[config.mk]
export PLATFORM = sky130hd
export DESIGN_NAME = cond_branch_compare_unit
export DESIGN_NICKNAME = d
export VERILOG_FILES = /design/src/rtl/cbc_pkg.sv /design/src/rtl/cbc_dec_if.sv /design/src/rtl/cbc_compare.sv /design/src/rtl/cbc_decode.sv /design/src/rtl/cond_branch_compare_unit.sv
export SDC_FILE = /design/constraint.sdc
export NUM_CORES = 1
export LEC_CHECK = 0
export ABC_AREA = 1
export BUFFER_PORTS_ARGS = -buffer_cell sky130_fd_sc_hd__clkbuf_2
export CORE_MARGIN = 2
export CORE_UTILIZATION = 45
export CTS_CLUSTER_SIZE = 16
export DETAILED_ROUTE_END_ITERATION = 12
export PLACE_DENSITY = 0.66
export SLEW_MARGIN = 20
export SYNTH_ARGS = -nofsm -noshare
export SYNTH_HDL_FRONTEND = slang
export SYNTH_SLANG_ARGS = --single-unit
[constraint.sdc]
create_clock -name clk_sys -period 2.9 [get_ports clk_sys]
set_input_delay 0 -clock clk_sys [delete_from_list [all_inputs] [get_ports clk_sys]]
set_output_delay 0 -clock clk_sys [all_outputs]
set_load 0.1 [all_outputs]
[src/rtl/cbc_pkg.sv]
/*
  constants shared by the conditional-branch / compare execution unit:
  opcode patterns, masks, reset values and cycle counts.
  assumes a 16-bit instruction word and 32-bit general registers.
*/
package cbc_pkg;
  // ------------------------------------------------------------
  // opcode patterns and match masks
  // ------------------------------------------------------------
  localparam logic [15:0] OP_BR_FLAG      = 16'h8900;
  localparam logic [15:0] OP_BR_FLAG_DLY  = 16'h8D00;
  localparam logic [15:0] OP_COMPARE_EQUAL_IMM   = 16'h8800;
  localparam logic [15:0] MASK_HI8        = 16'hFF00;
  localparam logic [15:0] OP_CLR_ACC      = 16'h0028;
  localparam logic [15:0] OP_CLR_CLAMP    = 16'h0048;
  localparam logic [15:0] OP_CLR_COND     = 16'h0008;
  localparam logic [15:0] MASK_ALL        = 16'hFFFF;
  localparam logic [15:0] OP_COMPARE_EQUAL       = 16'h3000;
  localparam logic [15:0] OP_CMP_UGE      = 16'h3002;
  localparam logic [15:0] OP_CMP_SGE      = 16'h3003;
  localparam logic [15:0] OP_CMP_UGT      = 16'h3006;
  localparam logic [15:0] OP_CMP_SGT      = 16'h3007;
  localparam logic [15:0] OP_CMP_BYTE     = 16'h200C;
  localparam logic [15:0] OP_DIV_INIT     = 16'h2007;
  localparam logic [15:0] MASK_RR         = 16'hF00F;
  localparam logic [15:0] OP_CMP_POS      = 16'h4015;
  localparam logic [15:0] OP_CMP_NNEG     = 16'h4011;
  localparam logic [15:0] MASK_R          = 16'hF0FF;

  // ------------------------------------------------------------
  // reset values, offsets and timing
  // ------------------------------------------------------------
  localparam logic [31:0] PC_RESET        = 32'h0000_0000;
  localparam logic [31:0] PC_STEP         = 32'h0000_0002;
  localparam logic [31:0] BASE_OFFSET     = 32'h0000_0004;
  localparam int          SIGN_BIT        = 31;
  localparam logic [1:0]  TAKEN_CYCLES    = 2'h3;
  localparam logic [1:0]  TAKEN_DLY_CYCLES = 2'h2;

  // ------------------------------------------------------------
  // operation selected by the decoder
  // ------------------------------------------------------------
  typedef enum logic [3:0] {
    OP_NONE, OP_BT, OP_BTS, OP_CLRACC, OP_CLEAR_CLAMP_FLAG, OP_CLEAR_COND_FLAG, OP_EQ, OP_SGE, OP_SGT,
    OP_UGT, OP_UGE, OP_POS, OP_NNEG, OP_BYTE, OP_EQI, OP_DIV0
  } op_e;
endpackage : cbc_pkg

[src/rtl/cbc_dec_if.sv]
/*
  interface carrying the decoded operation from the decoder to the core.
  assumes both ends share clk_sys.
*/
`timescale 1ns/1ps
`default_nettype none
interface cbc_dec_if;
  logic [15:0]    instr;
  cbc_pkg::op_e   op;
  logic           isBranch;
  modport dec (input instr, output op, output isBranch);
  modport core (output instr, input op, input isBranch);
endinterface : cbc_dec_if
`default_nettype wire

[src/rtl/cbc_compare.sv]
/*
  comparison engine: all nine compare conditions and the signed-divide
  initial sign test, purely combinational.
  assumes operands are already read from the register file.
*/
`timescale 1ns/1ps
`default_nettype none
module cbc_compare (
  // operation and operands
  input  wire logic [3:0]  opCode,
  input  wire logic [31:0] firstOperand,
  input  wire logic [31:0] secondOperand,
  input  wire logic [31:0] registerZero,
  input  wire logic [7:0]  imm8,
  // result
  output logic             condResult
);
  logic [31:0] immExt;
  logic [3:0]  laneEq;

  assign immExt = {{24{imm8[7]}}, imm8}; // sign-extended immediate

  // one equality per byte lane
  for (genvar g = 0; g < 4; g++) begin : g_lane
    assign laneEq[g] = (firstOperand[8*g +: 8] == secondOperand[8*g +: 8]);
  end

  // ------------------------------------------------------------
  // condition select
  // ------------------------------------------------------------
  always_comb begin
    condResult = 1'b0;
    case (cbc_pkg::op_e'(opCode))
      cbc_pkg::OP_EQ:   condResult = (firstOperand == secondOperand);
      cbc_pkg::OP_SGE:  condResult = ($signed(firstOperand) >= $signed(secondOperand));
      cbc_pkg::OP_SGT:  condResult = ($signed(firstOperand) > $signed(secondOperand));
      cbc_pkg::OP_UGT:  condResult = (firstOperand > secondOperand);
      cbc_pkg::OP_UGE:  condResult = (firstOperand >= secondOperand);
      cbc_pkg::OP_POS:  condResult = ($signed(firstOperand) > 32'sh0);
      cbc_pkg::OP_NNEG: condResult = ~firstOperand[cbc_pkg::SIGN_BIT];
      cbc_pkg::OP_BYTE: condResult = |laneEq;
      cbc_pkg::OP_EQI:  condResult = (registerZero == immExt);
      cbc_pkg::OP_DIV0: condResult = firstOperand[cbc_pkg::SIGN_BIT] ^
                                     secondOperand[cbc_pkg::SIGN_BIT];
      default:          condResult = 1'b0;
    endcase
  end
endmodule : cbc_compare
`default_nettype wire

[src/rtl/cbc_decode.sv]
/*
  combinational decoder for the branch / compare / flag-clear group.
  assumes a full 16-bit instruction word on the interface.
*/
`timescale 1ns/1ps
`default_nettype none
module cbc_decode (
  // decode channel
  cbc_dec_if.dec  dec
);
  // pattern test, used for every opcode row
  function automatic logic hit(input logic [15:0] w, input logic [15:0] p,
                               input logic [15:0] m);
    hit = ((w & m) == p);
  endfunction

  // ------------------------------------------------------------
  // opcode decode; exact-match rows first
  // ------------------------------------------------------------
  always_comb begin
    dec.op = cbc_pkg::OP_NONE;
    if (hit(dec.instr, cbc_pkg::OP_CLR_ACC, cbc_pkg::MASK_ALL)) dec.op = cbc_pkg::OP_CLRACC;
    else if (hit(dec.instr, cbc_pkg::OP_CLR_CLAMP, cbc_pkg::MASK_ALL)) dec.op = cbc_pkg::OP_CLEAR_CLAMP_FLAG;
    else if (hit(dec.instr, cbc_pkg::OP_CLR_COND, cbc_pkg::MASK_ALL)) dec.op = cbc_pkg::OP_CLEAR_COND_FLAG;
    else if (hit(dec.instr, cbc_pkg::OP_BR_FLAG, cbc_pkg::MASK_HI8)) dec.op = cbc_pkg::OP_BT;
    else if (hit(dec.instr, cbc_pkg::OP_BR_FLAG_DLY, cbc_pkg::MASK_HI8)) dec.op = cbc_pkg::OP_BTS;
    else if (hit(dec.instr, cbc_pkg::OP_COMPARE_EQUAL_IMM, cbc_pkg::MASK_HI8)) dec.op = cbc_pkg::OP_EQI;
    else if (hit(dec.instr, cbc_pkg::OP_COMPARE_EQUAL, cbc_pkg::MASK_RR)) dec.op = cbc_pkg::OP_EQ;
    else if (hit(dec.instr, cbc_pkg::OP_CMP_SGE, cbc_pkg::MASK_RR)) dec.op = cbc_pkg::OP_SGE;
    else if (hit(dec.instr, cbc_pkg::OP_CMP_SGT, cbc_pkg::MASK_RR)) dec.op = cbc_pkg::OP_SGT;
    else if (hit(dec.instr, cbc_pkg::OP_CMP_UGT, cbc_pkg::MASK_RR)) dec.op = cbc_pkg::OP_UGT;
    else if (hit(dec.instr, cbc_pkg::OP_CMP_UGE, cbc_pkg::MASK_RR)) dec.op = cbc_pkg::OP_UGE;
    else if (hit(dec.instr, cbc_pkg::OP_CMP_BYTE, cbc_pkg::MASK_RR)) dec.op = cbc_pkg::OP_BYTE;
    else if (hit(dec.instr, cbc_pkg::OP_DIV_INIT, cbc_pkg::MASK_RR)) dec.op = cbc_pkg::OP_DIV0;
    else if (hit(dec.instr, cbc_pkg::OP_CMP_POS, cbc_pkg::MASK_R)) dec.op = cbc_pkg::OP_POS;
    else if (hit(dec.instr, cbc_pkg::OP_CMP_NNEG, cbc_pkg::MASK_R)) dec.op = cbc_pkg::OP_NNEG;
  end

  // slot checks only see this group's two branches
  assign dec.isBranch = (dec.op == cbc_pkg::OP_BT) || (dec.op == cbc_pkg::OP_BTS);
endmodule : cbc_decode
`default_nettype wire

[src/rtl/cond_branch_compare_unit.sv]
/*
  execution unit for conditional branches, compares, flag clears and
  signed-divide initialisation. one instruction is offered per cycle on
  instr with instrValid; the unit answers with instrReady.
  assumes the pipeline fetches from pc and presents register operands
  for the offered instruction in the same cycle.
*/
// What this block does
// - flag branch jumps in three cycles when set, falls through in one otherwise.
// - delayed flag branch decoded; when set, branches after the next instruction.
// - displacement is sign-extended and doubled for both conditional branches.
// - branch base is the branch address plus four.
// - taken delayed branch runs its slot instruction fully before jumping.
// - no interrupts accepted between a taken delayed branch and its slot.
// - a branch in a taken delayed slot raises illegal slot exception.
// - untaken delayed branch is a no-op; interrupts allowed, no slot check.
// - target is computed before the slot runs, so slot writes cannot alter it.
// - clear accumulator zeroes both halves in one cycle, flag untouched.
// - clear clamp flag zeroes it in one cycle, condition flag untouched.
// - clear condition flag zeroes it in one cycle.
// - compares write flag one on true, zero otherwise, one cycle, no register change.
// - signed greater-equal and greater-than treat operands as two's complement.
// - unsigned greater and greater-equal treat operands as unsigned.
// - positive and non-negative compare the first operand with zero, signed.
// - byte compare sets the flag when any matching byte lane is equal.
// - immediate equal sign-extends eight bits and compares with register zero.
// - divide init copies both sign bits and sets flag when they differ.
`timescale 1ns/1ps
`default_nettype none
module cond_branch_compare_unit (
  // clock and reset
  input  wire logic        clk_sys,
  input  wire logic        rst_n,
  // instruction offer
  input  wire logic [15:0] instr,
  input  wire logic        instrValid,
  output logic             instrReady,
  // register operands
  input  wire logic [31:0] firstOperand,
  input  wire logic [31:0] secondOperand,
  input  wire logic [31:0] registerZero,
  // program counter and interrupt control
  output logic [31:0]      pc,
  output logic             intAllowed,
  output logic             illegalSlot,
  // status bits and accumulator
  output logic             condFlag,
  output logic             clampFlag,
  output logic             divisorSign,
  output logic             divResultBit,
  output logic [31:0]      accumUpper,
  output logic [31:0]      accumLower
);
  // ------------------------------------------------------------
  // state and declarations
  // ------------------------------------------------------------
  typedef enum logic [1:0] {ST_RUN, ST_STALL, ST_SLOT} seq_e;

  seq_e        seq_reg;
  logic [1:0]  stall_reg;
  logic [31:0] pc_reg;
  logic [31:0] target_reg;
  logic        cond_reg;
  logic        clamp_reg;
  logic        dsign_reg;
  logic        dres_reg;
  logic [31:0] accHi_reg;
  logic [31:0] accLo_reg;
  logic        illegal_reg;
  logic [31:0] target_next;
  logic        condResult;
  logic        fire;
  logic        taken;
  logic [31:0] dispExt;
  cbc_pkg::op_e op;

  cbc_dec_if decBus ();

  assign decBus.instr = instr;
  assign op           = decBus.op;

  cbc_decode u_decode (
    .dec (decBus)
  );

  cbc_compare u_compare (
    .opCode        (decBus.op),
    .firstOperand  (firstOperand),
    .secondOperand (secondOperand),
    .registerZero  (registerZero),
    .imm8          (instr[7:0]),
    .condResult    (condResult)
  );

  // ------------------------------------------------------------
  // handshake and branch target
  // ------------------------------------------------------------
  assign instrReady = (seq_reg != ST_STALL);
  assign fire       = instrValid && instrReady;
  assign taken      = cond_reg && ((op == cbc_pkg::OP_BT) || (op == cbc_pkg::OP_BTS));
  // doubled sign-extended displacement
  assign dispExt     = {{23{instr[7]}}, instr[7:0], 1'b0};
  assign target_next = pc_reg + cbc_pkg::BASE_OFFSET + dispExt;

  // interrupts blocked from a taken delayed branch until its slot retires
  assign intAllowed = (seq_reg == ST_RUN) &&
                      !(instrValid && taken && op == cbc_pkg::OP_BTS);

  assign pc           = pc_reg;
  assign illegalSlot  = illegal_reg;
  assign condFlag     = cond_reg;
  assign clampFlag    = clamp_reg;
  assign divisorSign  = dsign_reg;
  assign divResultBit = dres_reg;
  assign accumUpper   = accHi_reg;
  assign accumLower   = accLo_reg;

  // ------------------------------------------------------------
  // sequencing: stall cycles and delay slot
  // ------------------------------------------------------------
  always_ff @(posedge clk_sys or negedge rst_n) begin
    if (!rst_n) begin
      seq_reg   <= ST_RUN;
      stall_reg <= 2'h0;
    end else begin
      case (seq_reg)
        ST_RUN, ST_SLOT: begin
          if (fire && taken && op == cbc_pkg::OP_BT) begin
            seq_reg   <= ST_STALL;
            stall_reg <= cbc_pkg::TAKEN_CYCLES - 2'h1;
          end else if (fire && taken && op == cbc_pkg::OP_BTS && seq_reg == ST_RUN) begin
            seq_reg <= ST_SLOT;
          end else if (fire) begin
            seq_reg <= ST_RUN;
          end
        end
        ST_STALL: begin
          stall_reg <= stall_reg - 2'h1;
          if (stall_reg == 2'h1) begin
            seq_reg <= ST_RUN;
          end
        end
        default: seq_reg <= ST_RUN;
      endcase
    end
  end

  // ------------------------------------------------------------
  // program counter; target latched before the slot runs
  // ------------------------------------------------------------
  always_ff @(posedge clk_sys or negedge rst_n) begin
    if (!rst_n) begin
      pc_reg     <= cbc_pkg::PC_RESET;
      target_reg <= cbc_pkg::PC_RESET;
    end else if (fire) begin
      if (seq_reg == ST_SLOT) begin
        pc_reg <= target_reg;
      end else if (taken && op == cbc_pkg::OP_BTS) begin
        target_reg <= target_next;
        pc_reg     <= pc_reg + cbc_pkg::PC_STEP;
      end else if (taken) begin
        pc_reg <= target_next;
      end else begin
        pc_reg <= pc_reg + cbc_pkg::PC_STEP;
      end
    end
  end

  // ------------------------------------------------------------
  // illegal slot detection; pulses one cycle
  // ------------------------------------------------------------
  always_ff @(posedge clk_sys or negedge rst_n) begin
    if (!rst_n) begin
      illegal_reg <= 1'b0;
    end else begin
      illegal_reg <= fire && (seq_reg == ST_SLOT) && decBus.isBranch;
    end
  end

  // ------------------------------------------------------------
  // condition flag: compares, divide init, clear
  // ------------------------------------------------------------
  always_ff @(posedge clk_sys or negedge rst_n) begin
    if (!rst_n) begin
      cond_reg <= 1'b0;
    end else if (fire && !(seq_reg == ST_SLOT && decBus.isBranch)) begin
      case (op)
        cbc_pkg::OP_CLEAR_COND_FLAG: cond_reg <= 1'b0;
        cbc_pkg::OP_EQ, cbc_pkg::OP_SGE, cbc_pkg::OP_SGT, cbc_pkg::OP_UGT,
        cbc_pkg::OP_UGE, cbc_pkg::OP_POS, cbc_pkg::OP_NNEG, cbc_pkg::OP_BYTE,
        cbc_pkg::OP_EQI, cbc_pkg::OP_DIV0: cond_reg <= condResult;
        default: cond_reg <= cond_reg;
      endcase
    end
  end

  // ------------------------------------------------------------
  // clamp and divide sign bits
  // ------------------------------------------------------------
  always_ff @(posedge clk_sys or negedge rst_n) begin
    if (!rst_n) begin
      clamp_reg <= 1'b0;
      dsign_reg <= 1'b0;
      dres_reg  <= 1'b0;
    end else if (fire) begin
      if (op == cbc_pkg::OP_CLEAR_CLAMP_FLAG) begin
        clamp_reg <= 1'b0;
      end
      if (op == cbc_pkg::OP_DIV0) begin
        dres_reg  <= firstOperand[cbc_pkg::SIGN_BIT];
        dsign_reg <= secondOperand[cbc_pkg::SIGN_BIT];
      end
    end
  end

  // ------------------------------------------------------------
  // accumulator pair
  // ------------------------------------------------------------
  always_ff @(posedge clk_sys or negedge rst_n) begin
    if (!rst_n) begin
      accHi_reg <= 32'h0000_0000;
      accLo_reg <= 32'h0000_0000;
    end else if (fire && op == cbc_pkg::OP_CLRACC) begin
      accHi_reg <= 32'h0000_0000;
      accLo_reg <= 32'h0000_0000;
    end
  end

  // ------------------------------------------------------------
  // checks
  // ------------------------------------------------------------
  AST_BT_TAKEN: assert property (@(posedge clk_sys) disable iff (!rst_n)
    (fire && taken && op == cbc_pkg::OP_BT && seq_reg == ST_RUN) |=> !instrReady [*2] ##1 instrReady)
    else $error("taken branch did not stall two cycles");
  AST_BT_TARGET: assert property (@(posedge clk_sys) disable iff (!rst_n)
    (fire && taken && seq_reg == ST_RUN && op == cbc_pkg::OP_BT) |=>
      pc == $past(pc) + 32'h0000_0004 + {{23{$past(instr[7])}}, $past(instr[7:0]), 1'b0})
    else $error("branch target wrong");
  AST_BTS_SLOT: assert property (@(posedge clk_sys) disable iff (!rst_n)
    (fire && taken && op == cbc_pkg::OP_BTS && seq_reg == ST_RUN) |=>
      pc == $past(pc) + 32'h0000_0002)
    else $error("slot not fetched before jump");
  AST_NO_INT_SLOT: assert property (@(posedge clk_sys) disable iff (!rst_n)
    (seq_reg == ST_SLOT) |-> !intAllowed)
    else $error("interrupt allowed in delay slot");
  AST_ILLEGAL: assert property (@(posedge clk_sys) disable iff (!rst_n)
    (fire && seq_reg == ST_SLOT && decBus.isBranch) |=> illegalSlot)
    else $error("branch in slot not flagged");
  AST_STEP: assert property (@(posedge clk_sys) disable iff (!rst_n)
    (fire && seq_reg == ST_RUN && !taken) |=> pc == $past(pc) + 32'h0000_0002)
    else $error("pc did not advance by two");
  AST_CLRACC: assert property (@(posedge clk_sys) disable iff (!rst_n)
    (fire && op == cbc_pkg::OP_CLRACC) |=> accumUpper == 32'h0 && accumLower == 32'h0 &&
      $stable(condFlag))
    else $error("accumulator not cleared");
  AST_CMP: assert property (@(posedge clk_sys) disable iff (!rst_n)
    (fire && seq_reg == ST_RUN && op == cbc_pkg::OP_UGE) |=>
      condFlag == ($past(firstOperand) >= $past(secondOperand)))
    else $error("compare result wrong");
  AST_DIV0: assert property (@(posedge clk_sys) disable iff (!rst_n)
    (fire && op == cbc_pkg::OP_DIV0) |=> divResultBit == $past(firstOperand[31]) &&
      divisorSign == $past(secondOperand[31]))
    else $error("divide init signs wrong");
  AST_CLEAR_COND_FLAG: assert property (@(posedge clk_sys) disable iff (!rst_n)
    (fire && op == cbc_pkg::OP_CLEAR_COND_FLAG) |=> !condFlag)
    else $error("condition flag not cleared");
  AST_CLEAR_CLAMP_FLAG: assert property (@(posedge clk_sys) disable iff (!rst_n)
    (fire && op == cbc_pkg::OP_CLEAR_CLAMP_FLAG) |=> !clampFlag && $stable(condFlag))
    else $error("clamp flag not cleared");
  AST_SLOT_PC: assert property (@(posedge clk_sys) disable iff (!rst_n)
    (fire && seq_reg == ST_SLOT) |=> pc == $past(target_reg))
    else $error("slot did not jump to latched target");
  AST_BTS_NT: assert property (@(posedge clk_sys) disable iff (!rst_n)
    (seq_reg == ST_RUN && op == cbc_pkg::OP_BTS && !cond_reg) |-> intAllowed)
    else $error("untaken delayed branch blocked interrupts");
  AST_SGT: assert property (@(posedge clk_sys) disable iff (!rst_n)
    (fire && op == cbc_pkg::OP_SGT) |=>
      condFlag == ($signed($past(firstOperand)) > $signed($past(secondOperand))))
    else $error("signed compare wrong");
  AST_EQI: assert property (@(posedge clk_sys) disable iff (!rst_n)
    (fire && op == cbc_pkg::OP_EQI) |=>
      condFlag == ($past(registerZero) == {{24{$past(instr[7])}}, $past(instr[7:0])}))
    else $error("immediate compare wrong");
  AST_HOLD: assert property (@(posedge clk_sys) disable iff (!rst_n)
    !fire |=> $stable({condFlag, clampFlag, divisorSign, divResultBit}))
    else $error("status bit changed with no instruction");
endmodule : cond_branch_compare_unit
`default_nettype wire
---- Word level (Yosys, flattened, before mapping) ----
Index checks and enable logic that the tools add are counted.
cells by class
  reductions and logical operators ........ 28
  $mul .................................... 0
  add/sub/neg operators ................... 4
  divide/modulo/power cells ............... 0
  bitwise logic cells ..................... 3
  equality and inequality tests ........... 41
  magnitude comparators ................... 5
  muxes and demuxes ....................... 27
  shift operators ......................... 0
operators by type and width
  cell                     count
  $mux W32                 3
  $eq A32 B32 Y1           2
  $ge A32 B32 Y1           2
  $gt A32 B32 Y1           2
  $mux W4                  15
  $eq A8 B6 Y1 const B     7
  $add A32 B2 Y32 const B  1
  $add A32 B3 Y32 const B  1
  $add A32 B32 Y32         1
  $eq A4 B4 Y1 const B     8
  $eq A8 B8 Y1             4
  $gt A32 B1 Y1 const B    1
  $eq A12 B11 Y1 const B   2
  $eq A8 B8 Y1 const B     3
  $eq A16 B4 Y1 const B    1
  $eq A16 B6 Y1 const B    1
  $eq A16 B7 Y1 const B    1
  $logic_and A1 B1 Y1      14
  $eq A4 B3 Y1 const B     3
  $mux W2                  5
  $pmux W1 S10             1
  $reduce_or A10 Y1        1
  $pmux W2 S2              2
  $reduce_and A2 Y1        4
  other kinds (18)         23
storage, ports and cells
  latch bits .............................. 0
  word-level logic and storage cells ...... 116
  memories ................................ 0
  bits in read-only memories .............. 0
  output and inout bits ................... 103
  register bits after elaboration ......... 72
  bits in writable memories ............... 0

---- Logic depth before layout (Yosys ltp) ----
Gate-level depths: netlist of run 1.
  word-level depth ........................ 25
  depth in mapped cells ................... 20

---- Hierarchy ----
A second synthesis of run 1 with hierarchy kept.
unflattened totals
  cells, all modules ...................... 1527
  area, all modules ....................... 9277.6 sq um
by module, submodules not included
  module                    area each (sq um)  instances  cells an instance
  cond_branch_compare_unit  7313.3             1          1138
  cbc_compare               1574.0             1          300
  cbc_decode                390.4              1          89

---- Worst setup path before layout of run 1 ----
Ideal clock, no wire load.
  kind .................................... flip-flop to flip-flop
  from .................................... reg pc_reg[2] (netlist: pc[2])
  to ...................................... reg pc_reg[22] (netlist: pc[22])
  slack ................................... -0.368 ns
  data required time ...................... 2.783 ns
  clock period less this slack ............ 3.268 ns
  arrival ................................. 3.150 ns
  buffers on the path ..................... 0
  cell stages (with the launch flop) ...... 20
  path through ............................ dfrtp_1 -> inv_1 -> ha_1 -> inv_1 -> ha_1 -> inv_1 -> fa_1 -> nand3b_1 -> nand2_1 -> nand3_1 -> nand2_1 -> nand2_1 -> nand2_1 -> nand3_1 -> a21oi_1 -> nor2_1 -> nand2_1 -> nand3_1 -> nand3_1 -> nand2_1
between the ends
  cells in the longest elaborated chain, start to end .. 5
RTL lines
  item                    line                             RTL
  start, declared         cond_branch_compare_unit.sv:61   logic [31:0] pc_reg;
  start signal, assigned  cond_branch_compare_unit.sv:153  pc_reg <= cbc_pkg::PC_RESET;
  start signal, assigned  cond_branch_compare_unit.sv:157  pc_reg <= target_reg;
  start signal, assigned  cond_branch_compare_unit.sv:160  pc_reg <= pc_reg + cbc_pkg::PC_STEP;
  $add A32 B3 Y32         cond_branch_compare_unit.sv:103  assign target_next = pc_reg + cbc_pkg::BASE_OFFSET + dispExt;
  $add A32 B32 Y32        cond_branch_compare_unit.sv:103
  $mux W32                cond_branch_compare_unit.sv:161  end else if (taken) begin
  $mux W32 *              cond_branch_compare_unit.sv:158  end else if (taken && op == cbc_pkg::OP_BTS) begin
  $mux W32 *              cond_branch_compare_unit.sv:156  if (seq_reg == ST_SLOT) begin
Mark *: on every way between the ends. The rest lies on a longest branch, timed or not.
A chain may end at the register's enable or synchronous reset.

---- Final worst setup path of run 1 ----
  from .................................... reg pc_reg[12] (netlist: pc[12])
  to ...................................... reg pc_reg[23] (netlist: pc[23])
The elaborated chain is that of the path after synthesis.

==> run summary, run 1 <==
* 19.36% — fraction of final layout cells with drive strength greater than 1
* 0 — Syn. warnings
* 6.641 µm² — synthesized area divided by synthesized cell count
* 2032 — number of fill cells in the layout
* 45.68% — starting density of the core
* 9 — number of buffers inserted during clock tree synthesis
* 51 — number of cell rows
* 73 — maximum number of pins on one net before global-route repair
* 100.0% — share of synthesized registers carrying an async set or reset
* nand2_1 — most common library cell in the layout ignoring fill and taps
* 72 — sink count of the clock tree
* 0.35 ns — clock latency on the worst-skew pair
* 0.03257 ns — hold slack
* 27720 µm — Total Routed Length
* flop to flop — Setup Crit Path Kind
* 35.64% — Slew Limit Headroom
* true — unrepaired setup endpoints after global routing
* 2.671 ns — min Tclk post-route
* 0 — MaxCap Viol Count
* pc[12] — Critical R2R Launch
* 2 — maximum root-to-sink buffer count
* 2.714 mW — power dissipated by switching net loads
* 3 — htree depth
* 1330 — gate count of the mapped netlist
* 0.005604 ns — worst clock skew
* flop — crit path launch type
* 144.1 µm — height of the die
* 0.9930 — last weighted congestion value of the routability-driven placer
* 0 — Max Transition Viols Final
* 0 — initial antenna violation count
* 507.5 mW/mm² — Power per Cell Area
* 218 — Ports
* 0 — total inserted antenna cells
* 0 — count of final setup violators
* 0.008832 mm² — cell area after technology mapping
* 0.001807 mm² — Sequential Area
* 72 — Yosys reg bits
* 5.565 nW — leakage
* nand2_1, inv_1, clkbuf_2, nor2_1, nand3_1 — most used cells in the layout excluding fill and tap cells
* 0.01933 mm² — Core ar.
* clkbuf_16 — Clk Tree Root Cell
* finished clean — result of the run
* 0.2704 mV — Peak VDD IR
* 20.40% — portion of the post-synthesis area used by sequential elements
* 0.3744 GHz — highest attainable clock frequency
* 6 — Max FO, Critical Path
* 1712 — number of nets at the end of the flow
* 23.3% — sequential share of power
* 0.06 ns — Clk pin slew, worst setup/hold paths
* 20.3% — clock power share
* 53 — post-synthesis cell type count
* 14.86% — signed area change from the synthesized netlist to the final layout
* 0.9654 ns — transition time at the pin with the least slew margin
* pc[12] — launch point of the critical path
* 5 — Detailed Routing Iterations Pass 1
* 9175 — detailed-route via count
* 2.435 mW — Pint
* 0.006038 mm² — area of combinational cells with multiple inputs
* 43410 µm — global-route wire length before repair
* 22180 µm — estimated wirelength of the detail-placed design
* 52.70% — switching share of power
* 2.95 ns — Crit path arrival time
* 563 — DR iter-0 viols
* 26.95% — Overall Global Routing Usage
* 144.1 µm — horizontal die dimension
* dfrtp_1 — leading register cell type out of synthesis
* 0 — number of synthesized flops with an enable pin
* 92.11% — crit share post-route
* 5.175 — number of vias per cell
* 3.18 ns — required arrival time at the worst endpoint
* primary input to flop — min-delay worst type
* 0 — antenna violation net count after detailed routing
* 8644 — via count of the first global-routing pass
* 0 ns — aggregate negative setup slack
* 0.02076 mm² — Die Outline Area
* done — CTS tree
* 15.63 µm — WL/cell
* 0 — number of hold violations in the final report
* flop — CP Capture Type
* instr[11] — launch instance of the worst min-delay path
* 56.3% — combinational fraction of design power
* 0 — gr ovfl total
* 0 — remaining design rule violation count
* 152 — number of buffer cells added on primary ports
==> power by group through the flow <==
| stage | Sequential [mW] | Combinational [mW] | Clock [mW] |
|---|---|---|---|
| finish | 1.20 | 2.90 | 1.05 |
| global route | 1.21 | 3.16 | 1.10 |
| CTS | 1.20 | 2.86 | 1.06 |
| detailed placement | 1.22 | 2.84 | 0 |
| global placement | 1.22 | 2.83 | 0 |
| floorplan | 1.75 | 1.68 | 0 |
==> cells in the mapped netlist (14+ instances only) <==
| cell | count | area [µm²] |
|---|---|---|
| xor2_1 | 21 | 183.9 |
| nor2_1 | 137 | 514.2 |
| xnor2_1 | 19 | 166.4 |
| nor3_1 | 20 | 100.1 |
| a21oi_1 | 58 | 290.3 |
| nand3_1 | 108 | 540.5 |
| inv_1 | 159 | 596.8 |
| dfrtp_1 | 72 | 1802 |
| buf_4 | 67 | 503.0 |
| nand4_1 | 21 | 131.4 |
| ha_1 | 93 | 1164 |
| o21ai_0 | 58 | 290.3 |
| nand2_1 | 308 | 1156 |
| o211ai_1 | 14 | 105.1 |
==> critical path, stage by stage, from the launching register on <==
cell and delay, ns:
dfrtp_1 0.46, ha_1 0.31, ha_1 0.36, nand2_1 0.12
nor2_1 0.20, inv_1 0.13, nor3_1 0.29, nand3_1 0.18
a31o_2 0.29, nand3_1 0.08, nand3_2 0.07, a21oi_2 0.12
==> logic make-up (layout without fill, tap and decap cells) <==
kind of cell    after synthesis  in the layout  synth area share, %
simple gates                674            674                35.29
mux                           1              1               0.1133
flops                        72             72                20.40
compound gates              186            186                12.40
xor+xnor                     40             40                3.967
fa+ha+maj                    94             94                13.40
buf+inv                     262            376                14.39
other cells                   1             65              0.04246
==> per-stage QoR <==
| stage | cells | power, mW | setup WS, ns | util (%) | area, µm² |
|---|---|---|---|---|---|
| after floorplan | 1394 | 3.432 | -0.05783 | - | 9077 |
| after global placement | 1752 | 4.046 | 0.1349 | 50.66 | 9796 |
| after detailed placement | 1752 | 4.058 | 0.08662 | 50.66 | 9796 |
| after CTS | 1771 | 5.120 | 0.06423 | 52.19 | 10090 |
| after global routing | 1773 | 5.468 | -0.003133 | 52.47 | 10140 |
| final | 1773 | 5.149 | 0.2288 | 52.47 | 10140 |
==> metal layers <==
layer,share of wire [%],global-route usage [%],up-vias
li1,-,-,4607
met1,45,35.03,4211
met2,46,46.04,310
met3,6.6,3.742,47
met4,2.3,8.978,0
met5,0,0,-
==> repair_timing <==
| action | 4_1_cts | 5_1_grt |
|---|---|---|
| hold endpoints to repair | 74 | 0 |
| gates resized for setup | 0 | 11 |
| buffers inserted | 0 | 2 |
| hold buffers | 3 | 0 |
| endpoints found under the setup margin | 0 | 15 |
==> path summary, 6_finish.rpt <==
kind | slack (ns) | to | depth (start not counted)
max reg2reg | 0.23 | pc[23] | 11
max in group asynchronous | 1.86 | pc[4] | 2
min in group asynchronous | 0.35 | pc[27] | 2
min | 0.03 | illegalSlot | 3
min reg2reg | 0.48 | target_reg[4] | 2
max | 0.23 | pc[23] | 11
==> final cells by class <==
class / count / share of cell area (%)
clock buffers: 10 / 2.257
clock inverters: 6 / 0.3577
inverters: 171 / 6.327
multi-input cells: 1060 / 59.52
flip-flops and latches: 72 / 17.81
well taps: 265 / 3.268
repair buffers: 189 / 10.46
(Power assumes the default switching activity.)
==> run 2: changes to the inputs <==
--- a/config.mk
+++ b/config.mk
@@ -11,7 +11,7 @@
 export CORE_UTILIZATION = 45
 export CTS_CLUSTER_SIZE = 16
 export DETAILED_ROUTE_END_ITERATION = 12
-export PLACE_DENSITY = 0.66
+export PLACE_DENSITY_LB_ADDON = 0.1
 export SLEW_MARGIN = 20
 export SYNTH_ARGS = -nofsm -noshare
 export SYNTH_HDL_FRONTEND = slang
==> run 2 against run 1 <==
  * Register-to-register slack lost 0.04 ns
  * Critical path depth is 6 higher
  * Critical endpoint is now pc[16]
  * Global-route usage is 0.59 points lower
  * Cell area increased by 0.65%
  * Via count down 1.0%
  * Combinational power hardly changed
  * Count of clock-buffer cells in the layout unchanged
  * Critical path type unchanged
==> run summary, run 2 (synthesis results as in run 1) <==
* 3.18 ns — required arrival time at the worst endpoint
* 2.99 ns — Crit path arrival time
* 17 — Register-to-Register Path Depth
* 0 — count of final setup violators
* 5.124 — number of vias per cell
* 0.19 ns — Reg2Reg Setup Slack
* 454 — DR iter-0 viols
* 0.36 ns — clock latency on the worst-skew pair
* 0 — Max Transition Viols Final
* flop — crit path launch type
* 1.033 — last weighted congestion value of the routability-driven placer
* inv_1 -> ha_1 -> inv_1 -> ha_1 -> inv_1 -> fa_2 -> nand3b_1 -> nand2_2 -> nand2_1 -> nand2_1 -> nand2_1 -> nand2_1 -> nand3_1 -> nand2_1 -> xor2_1 -> o21ai_0 -> o21bai_1 — critical-path cell list
* 45.68% — starting density of the core
* 72 — sink count of the clock tree
* 42520 µm — global-route wire length before repair
* 218 — Ports
* 5.598 nW — leakage
* nand2_1, inv_1, clkbuf_2, nor2_1, nand3_1 — most used cells in the layout excluding fill and tap cells
* 0.3693 GHz — highest attainable clock frequency
* 36 — maximum number of pins on one net before global-route repair
* 19.51% — fraction of final layout cells with drive strength greater than 1
* 15.61% — signed area change from the synthesized netlist to the final layout
* 0 — total inserted antenna cells
* 27130 µm — Total Routed Length
* 1994 — number of fill cells in the layout
* false — unrepaired setup endpoints after global routing
* 0 — remaining design rule violation count
* 21710 µm — estimated wirelength of the detail-placed design
* 9 — number of buffers inserted during clock tree synthesis
* 0 — number of hold violations in the final report
* 2 — maximum root-to-sink buffer count
* 144.1 µm — horizontal die dimension
* 3 — Max FO, Critical Path
* 0.40 ns — largest incremental delay on the critical path
* 51.55% — Slew Limit Headroom
* 15.31 µm — WL/cell
* 26.35% — Overall Global Routing Usage
* 152 — number of buffer cells added on primary ports
* 2.708 ns — min Tclk post-route
* firstOperand[31] — launch instance of the worst min-delay path
* 93.38% — crit share post-route
* 0 ns — aggregate negative setup slack
* dfrtp_2 — Slowest-stage cell, CP
* finished clean — result of the run
* 144.1 µm — height of the die
* primary input to flop — min-delay worst type
* 8445 — via count of the first global-routing pass
* 0 — MaxCap Viol Count
* 51 — number of cell rows
* 0.3269 mV — Peak VDD IR
* 5 — Detailed Routing Iterations Pass 1
* 534.7 mW/mm² — Power per Cell Area
* 0.01933 mm² — Core ar.
* nand2_1 — most common library cell in the layout ignoring fill and taps
* nand2_1 — CP dominant cell by count
* 0 — gr ovfl total
* 5.460 mW — Tot Pwr
* 0.02076 mm² — Die Outline Area
* flop to flop — Setup Crit Path Kind
* 3 — htree depth
* 0 — initial antenna violation count
* flop — CP Capture Type
* divResultBit — capture endpoint of the worst hold path
* done — CTS tree
* 3 — number of cells on the worst hold path
* pc[16] — terminus of the critical flop-to-flop path
* 9080 — detailed-route via count
* pc[2] — Critical R2R Launch
* 0.7267 ns — transition time at the pin with the least slew margin
* 1711 — number of nets at the end of the flow
* clkbuf_16 — Clk Tree Root Cell
* 0 — antenna violation net count after detailed routing
* 0.06 ns — Clk pin slew, worst setup/hold paths
* 0.009119 ns — worst clock skew
[run 2: cell types whose count changed in the layout (fill, tap and decap cells not counted), sizes merged]
| cell | change |
|---|---|
| dlygate4sd3 | -1 |
| bufinv | +3 |
| clkinv | -4 |
| inv | +1 |
[run 2: routing by layer]
| layer | global-route usage [%] | part of all wire [%] | vias to the layer above |
|---|---|---|---|
| li1 | - | - | 4611 |
| met2 | 45.44 | 45 | 295 |
| met5 | 0 | 0 | - |
| met4 | 8.359 | 2.6 | 0 |
| met3 | 3.079 | 5.4 | 44 |
| met1 | 34.47 | 47 | 4130 |
[run 2: repair_timing]
| action | CTS | global route |
|---|---|---|
| endpoints found under the setup margin | 0 | 17 |
| gates resized for setup | 0 | 12 |
| setup buffers | 0 | 4 |
| hold buffers | 2 | 0 |
| endpoints found under the hold margin | 32 | 0 |
[run 2: through the flow]
step / worst slack, ns / hold slack [ns] / instance area (µm²) / instances / util, %
2_1_floorplan: -0.05783 / -0.2956 / 9077 / 1394 / -
3_3_place_gp: 0.1338 / -0.02458 / 9768 / 1750 / 50.52
3_5_place_dp: 0.1017 / -0.02950 / 9768 / 1750 / 50.52
4_1_cts: 0.07185 / 0.01201 / 10140 / 1768 / 52.46
5_1_grt: 0.008161 / 0.03732 / 10210 / 1772 / 52.81
6_report: 0.1920 / 0.006756 / 10210 / 1772 / 52.81
[run 2: layout make-up]
type / instances / area, µm² / share of cell area [%]
multi-input combinational: 1060 / 6038 / 59.14
clock inverter: 6 / 115.1 / 1.127
sequential: 72 / 1807 / 17.69
clock buffer: 10 / 239.0 / 2.340
tap: 265 / 331.6 / 3.247
inverter: 171 / 641.9 / 6.286
timing repair buffer: 188 / 1039 / 10.17
[run 2: how the worst max path moves through the flow]
stage	to	start	cells after the start	slack, ns
2_1_floorplan	pc[22]	pc[2]	19	-0.06
3_5_place_dp	pc[22]	pc[2]	19	0.10
6_report	pc[16]	pc[2]	17	0.19
3_3_place_gp	pc[19]	pc[8]	13	0.13
5_1_grt	pc[31]	pc[8]	15	0.008
4_1_cts	pc[22]	pc[2]	19	0.07
[run 2: where the power goes]
part / internal (mW) / total, mW / switching [mW]
logic: 0.774 / 2.89 / 2.12
clock network: 0.868 / 1.36 / 0.491
registers: 1.09 / 1.21 / 0.114
total: 2.74 / 5.46 / 2.72
[run 2: worst max-delay path, delay by kind of cell (launching register included)]
kind                       cells  cell delay, ns
and+or+nand+nor                8            0.84
adders and majority gates      3            0.71
DFF                            1            0.40
AOI/OAI and AO/OA              2            0.26
xor gates and xnor gates       1            0.22
buffers and inverters          3            0.20
==> run 3: changes to the inputs <==
--- a/config.mk
+++ b/config.mk
@@ -8,7 +8,7 @@
 export ABC_AREA = 1
 export BUFFER_PORTS_ARGS = -buffer_cell sky130_fd_sc_hd__clkbuf_2
 export CORE_MARGIN = 2
-export CORE_UTILIZATION = 45
+export CORE_UTILIZATION = 50
 export CTS_CLUSTER_SIZE = 16
 export DETAILED_ROUTE_END_ITERATION = 12
 export PLACE_DENSITY_LB_ADDON = 0.1
==> run 3 against run 2 <==
  * First-iteration DRC count is 37% higher
  * Sequential share of layout area increased by 0.14 points
  * Largest power group unchanged
  * Cell count is 2.4% lower
  * Total power is essentially flat
  * Combinational power hardly changed
==> run summary, run 3 (synthesis results as in run 1) <==
* 0.1483 ns — pre-CTS worst setup slack
* flop — crit path launch type
* 0 — Max Transition Viols Final
* 50.14% — switching share of power
* 16.03 µm — WL/cell
* 51.06% — starting density of the core
* 0.45 ns — largest incremental delay on the critical path
* 0.01016 ns — worst clock skew
* 2.735 mW — power dissipated by switching net loads
* 2.688 ns — min Tclk post-route
* 0.01874 mm² — Die Outline Area
* 6 — Max FO, Critical Path
* 0 — antenna violation net count after detailed routing
* 5.245 — number of vias per cell
* finished clean — result of the run
* 0 — gr ovfl total
* 0.009711 mm² — Post-Place Cell Area
* primary input to flop — min-delay worst type
* nand2_1, inv_1, clkbuf_2, nor2_1, nand3_1 — most used cells in the layout excluding fill and tap cells
* ha_1 -> ha_1 -> nand2_1 -> nor2_1 -> a21oi_2 -> o21ai_2 -> nand2_1 -> nand2_1 -> nand2_1 -> nand2_1 -> nand2_1 -> nand2_1 -> nand2_1 -> nand3_1 -> nand2_1 — critical-path cell list
* instr[10] — launch instance of the worst min-delay path
* 24.6% — clock power share
* 9074 — detailed-route via count
* 0 — worst path buffer plus inverter count
* 0 — number of hold violations in the final report
* 27730 µm — Total Routed Length
* 136.9 µm — horizontal die dimension
* 0.01730 mm² — Core ar.
* 622 — DR iter-0 viols
* 0.4354 mV — Peak VDD IR
* 21830 µm — estimated wirelength of the detail-placed design
* 152 — number of buffer cells added on primary ports
* 53.4% — combinational fraction of design power
* 5 — number of cells on the worst hold path
* 9 — number of buffers inserted during clock tree synthesis
* 218 — Ports
* 29.66% — Overall Global Routing Usage
* 2.720 mW — Pint
* 48 — number of cell rows
* 19.20% — fraction of final layout cells with drive strength greater than 1
* 42990 µm — global-route wire length before repair
* 5 — Detailed Routing Iterations Pass 1
* 2 — maximum root-to-sink buffer count
* 0.06 ns — Clk pin slew, worst setup/hold paths
* flop to flop — Setup Crit Path Kind
* 3 — htree depth
* 0.9754 ns — transition time at the pin with the least slew margin
* 14.72% — signed area change from the synthesized netlist to the final layout
* 58.58% — share of the core filled with cells
* 2.92 ns — Crit path arrival time
* 1709 — placed cells
* 72 — sink count of the clock tree
* 0 — MaxCap Viol Count
* pc[8] — Critical R2R Launch
* 92.68% — crit share post-route
* 34.97% — Slew Limit Headroom
* 0.01013 mm² — total non-filler cell area in the finished layout
* 136.9 µm — height of the die
* nand2_1 — most common library cell in the layout ignoring fill and taps
* pc[31] — terminus of the critical flop-to-flop path
* 8456 — via count of the first global-routing pass
* 15 — Register-to-Register Path Depth
* 21.9% — sequential share of power
* 73 — maximum number of pins on one net before global-route repair
* 5.576 nW — leakage
* 0.21 ns — Reg2Reg Setup Slack
* nand2_1 — CP dominant cell by count
* 538.3 mW/mm² — Power per Cell Area
* dfrtp_1 — Slowest-stage cell, CP
* 0.35 ns — clock latency on the worst-skew pair
* done — CTS tree
* clkbuf_16 — Clk Tree Root Cell
* flop — CP Capture Type
* simple AND/OR/NAND/NOR gates — critical path's top delay family
* 0.9471 — last weighted congestion value of the routability-driven placer
* 1730 — number of standard cells in the layout, taps in and fillers out
* 1709 — number of nets at the end of the flow
* 0.3721 GHz — highest attainable clock frequency
* 0 — count of final setup violators
* seq_reg[1] — capture endpoint of the worst hold path
* 0 — initial antenna violation count
* 0 — total inserted antenna cells
* 3.13 ns — required arrival time at the worst endpoint
* 0 — remaining design rule violation count
* 0.2122 ns — final worst slack
run 3: per-layer routing:
| metal | wire, µm | global-route usage [%] |
|---|---|---|
| met1 | 12210 | 38.28 |
| met2 | 12830 | 50.06 |
| met3 | 1935 | 4.333 |
| met4 | 754 | 11.40 |
| met5 | 0 | 0 |
run 3: cell type report:
class	instances	area, µm²
Clock buffer	10	229.0
Sequential cell	72	1807
Inverter	171	641.9
Clock inverter	6	115.1
Tap cell	225	281.5
Multi-Input combinational cell	1060	6032
Timing Repair Buffer	186	1026
Fill cell	1767	7164
run 3: tightest hold or removal path, cell delays in order:
cell	delay, ns
clkbuf_2	0.10
nand2_1	0.06
nor2_1	0.05
nand4_1	0.07
o21ai_0	0.07
run 3: how the worst max path moves through the flow:
stage / cells after the start / start / to
CTS: 20 / pc[2] / pc[20]
detailed placement: 19 / pc[2] / pc[22]
global placement: 19 / pc[2] / pc[22]
floorplan: 19 / pc[2] / pc[22]
global route: 20 / pc[2] / pc[20]
finish: 15 / pc[8] / pc[31]
run 3: power groups by stage:
stage / clock network, mW / logic [mW] / registers [mW]
3_5_place_dp: 0 / 2.84 / 1.21
3_3_place_gp: 0 / 2.84 / 1.21
5_1_grt: 1.39 / 3.17 / 1.21
2_1_floorplan: 0 / 1.68 / 1.75
4_1_cts: 1.35 / 2.87 / 1.19
6_report: 1.34 / 2.92 / 1.20
run 3: metrics by stage:
step | hold slack [ns] | total power [mW] | TNS, ns
finish | 0.06036 | 5.455 | 0
global placement | 0.2145 | 4.046 | 0
floorplan | -0.2956 | 3.432 | -0.05783
detailed placement | 0.2185 | 4.053 | 0
CTS | 0.05320 | 5.411 | 0
global route | 0.09339 | 5.765 | -0.01622
run 3: what timing repair did:
action	CTS	global route
gates resized for setup	0	11
endpoints found under the setup margin	0	14
hold buffers	3	0
hold endpoints to repair	74	0
setup buffers	0	2
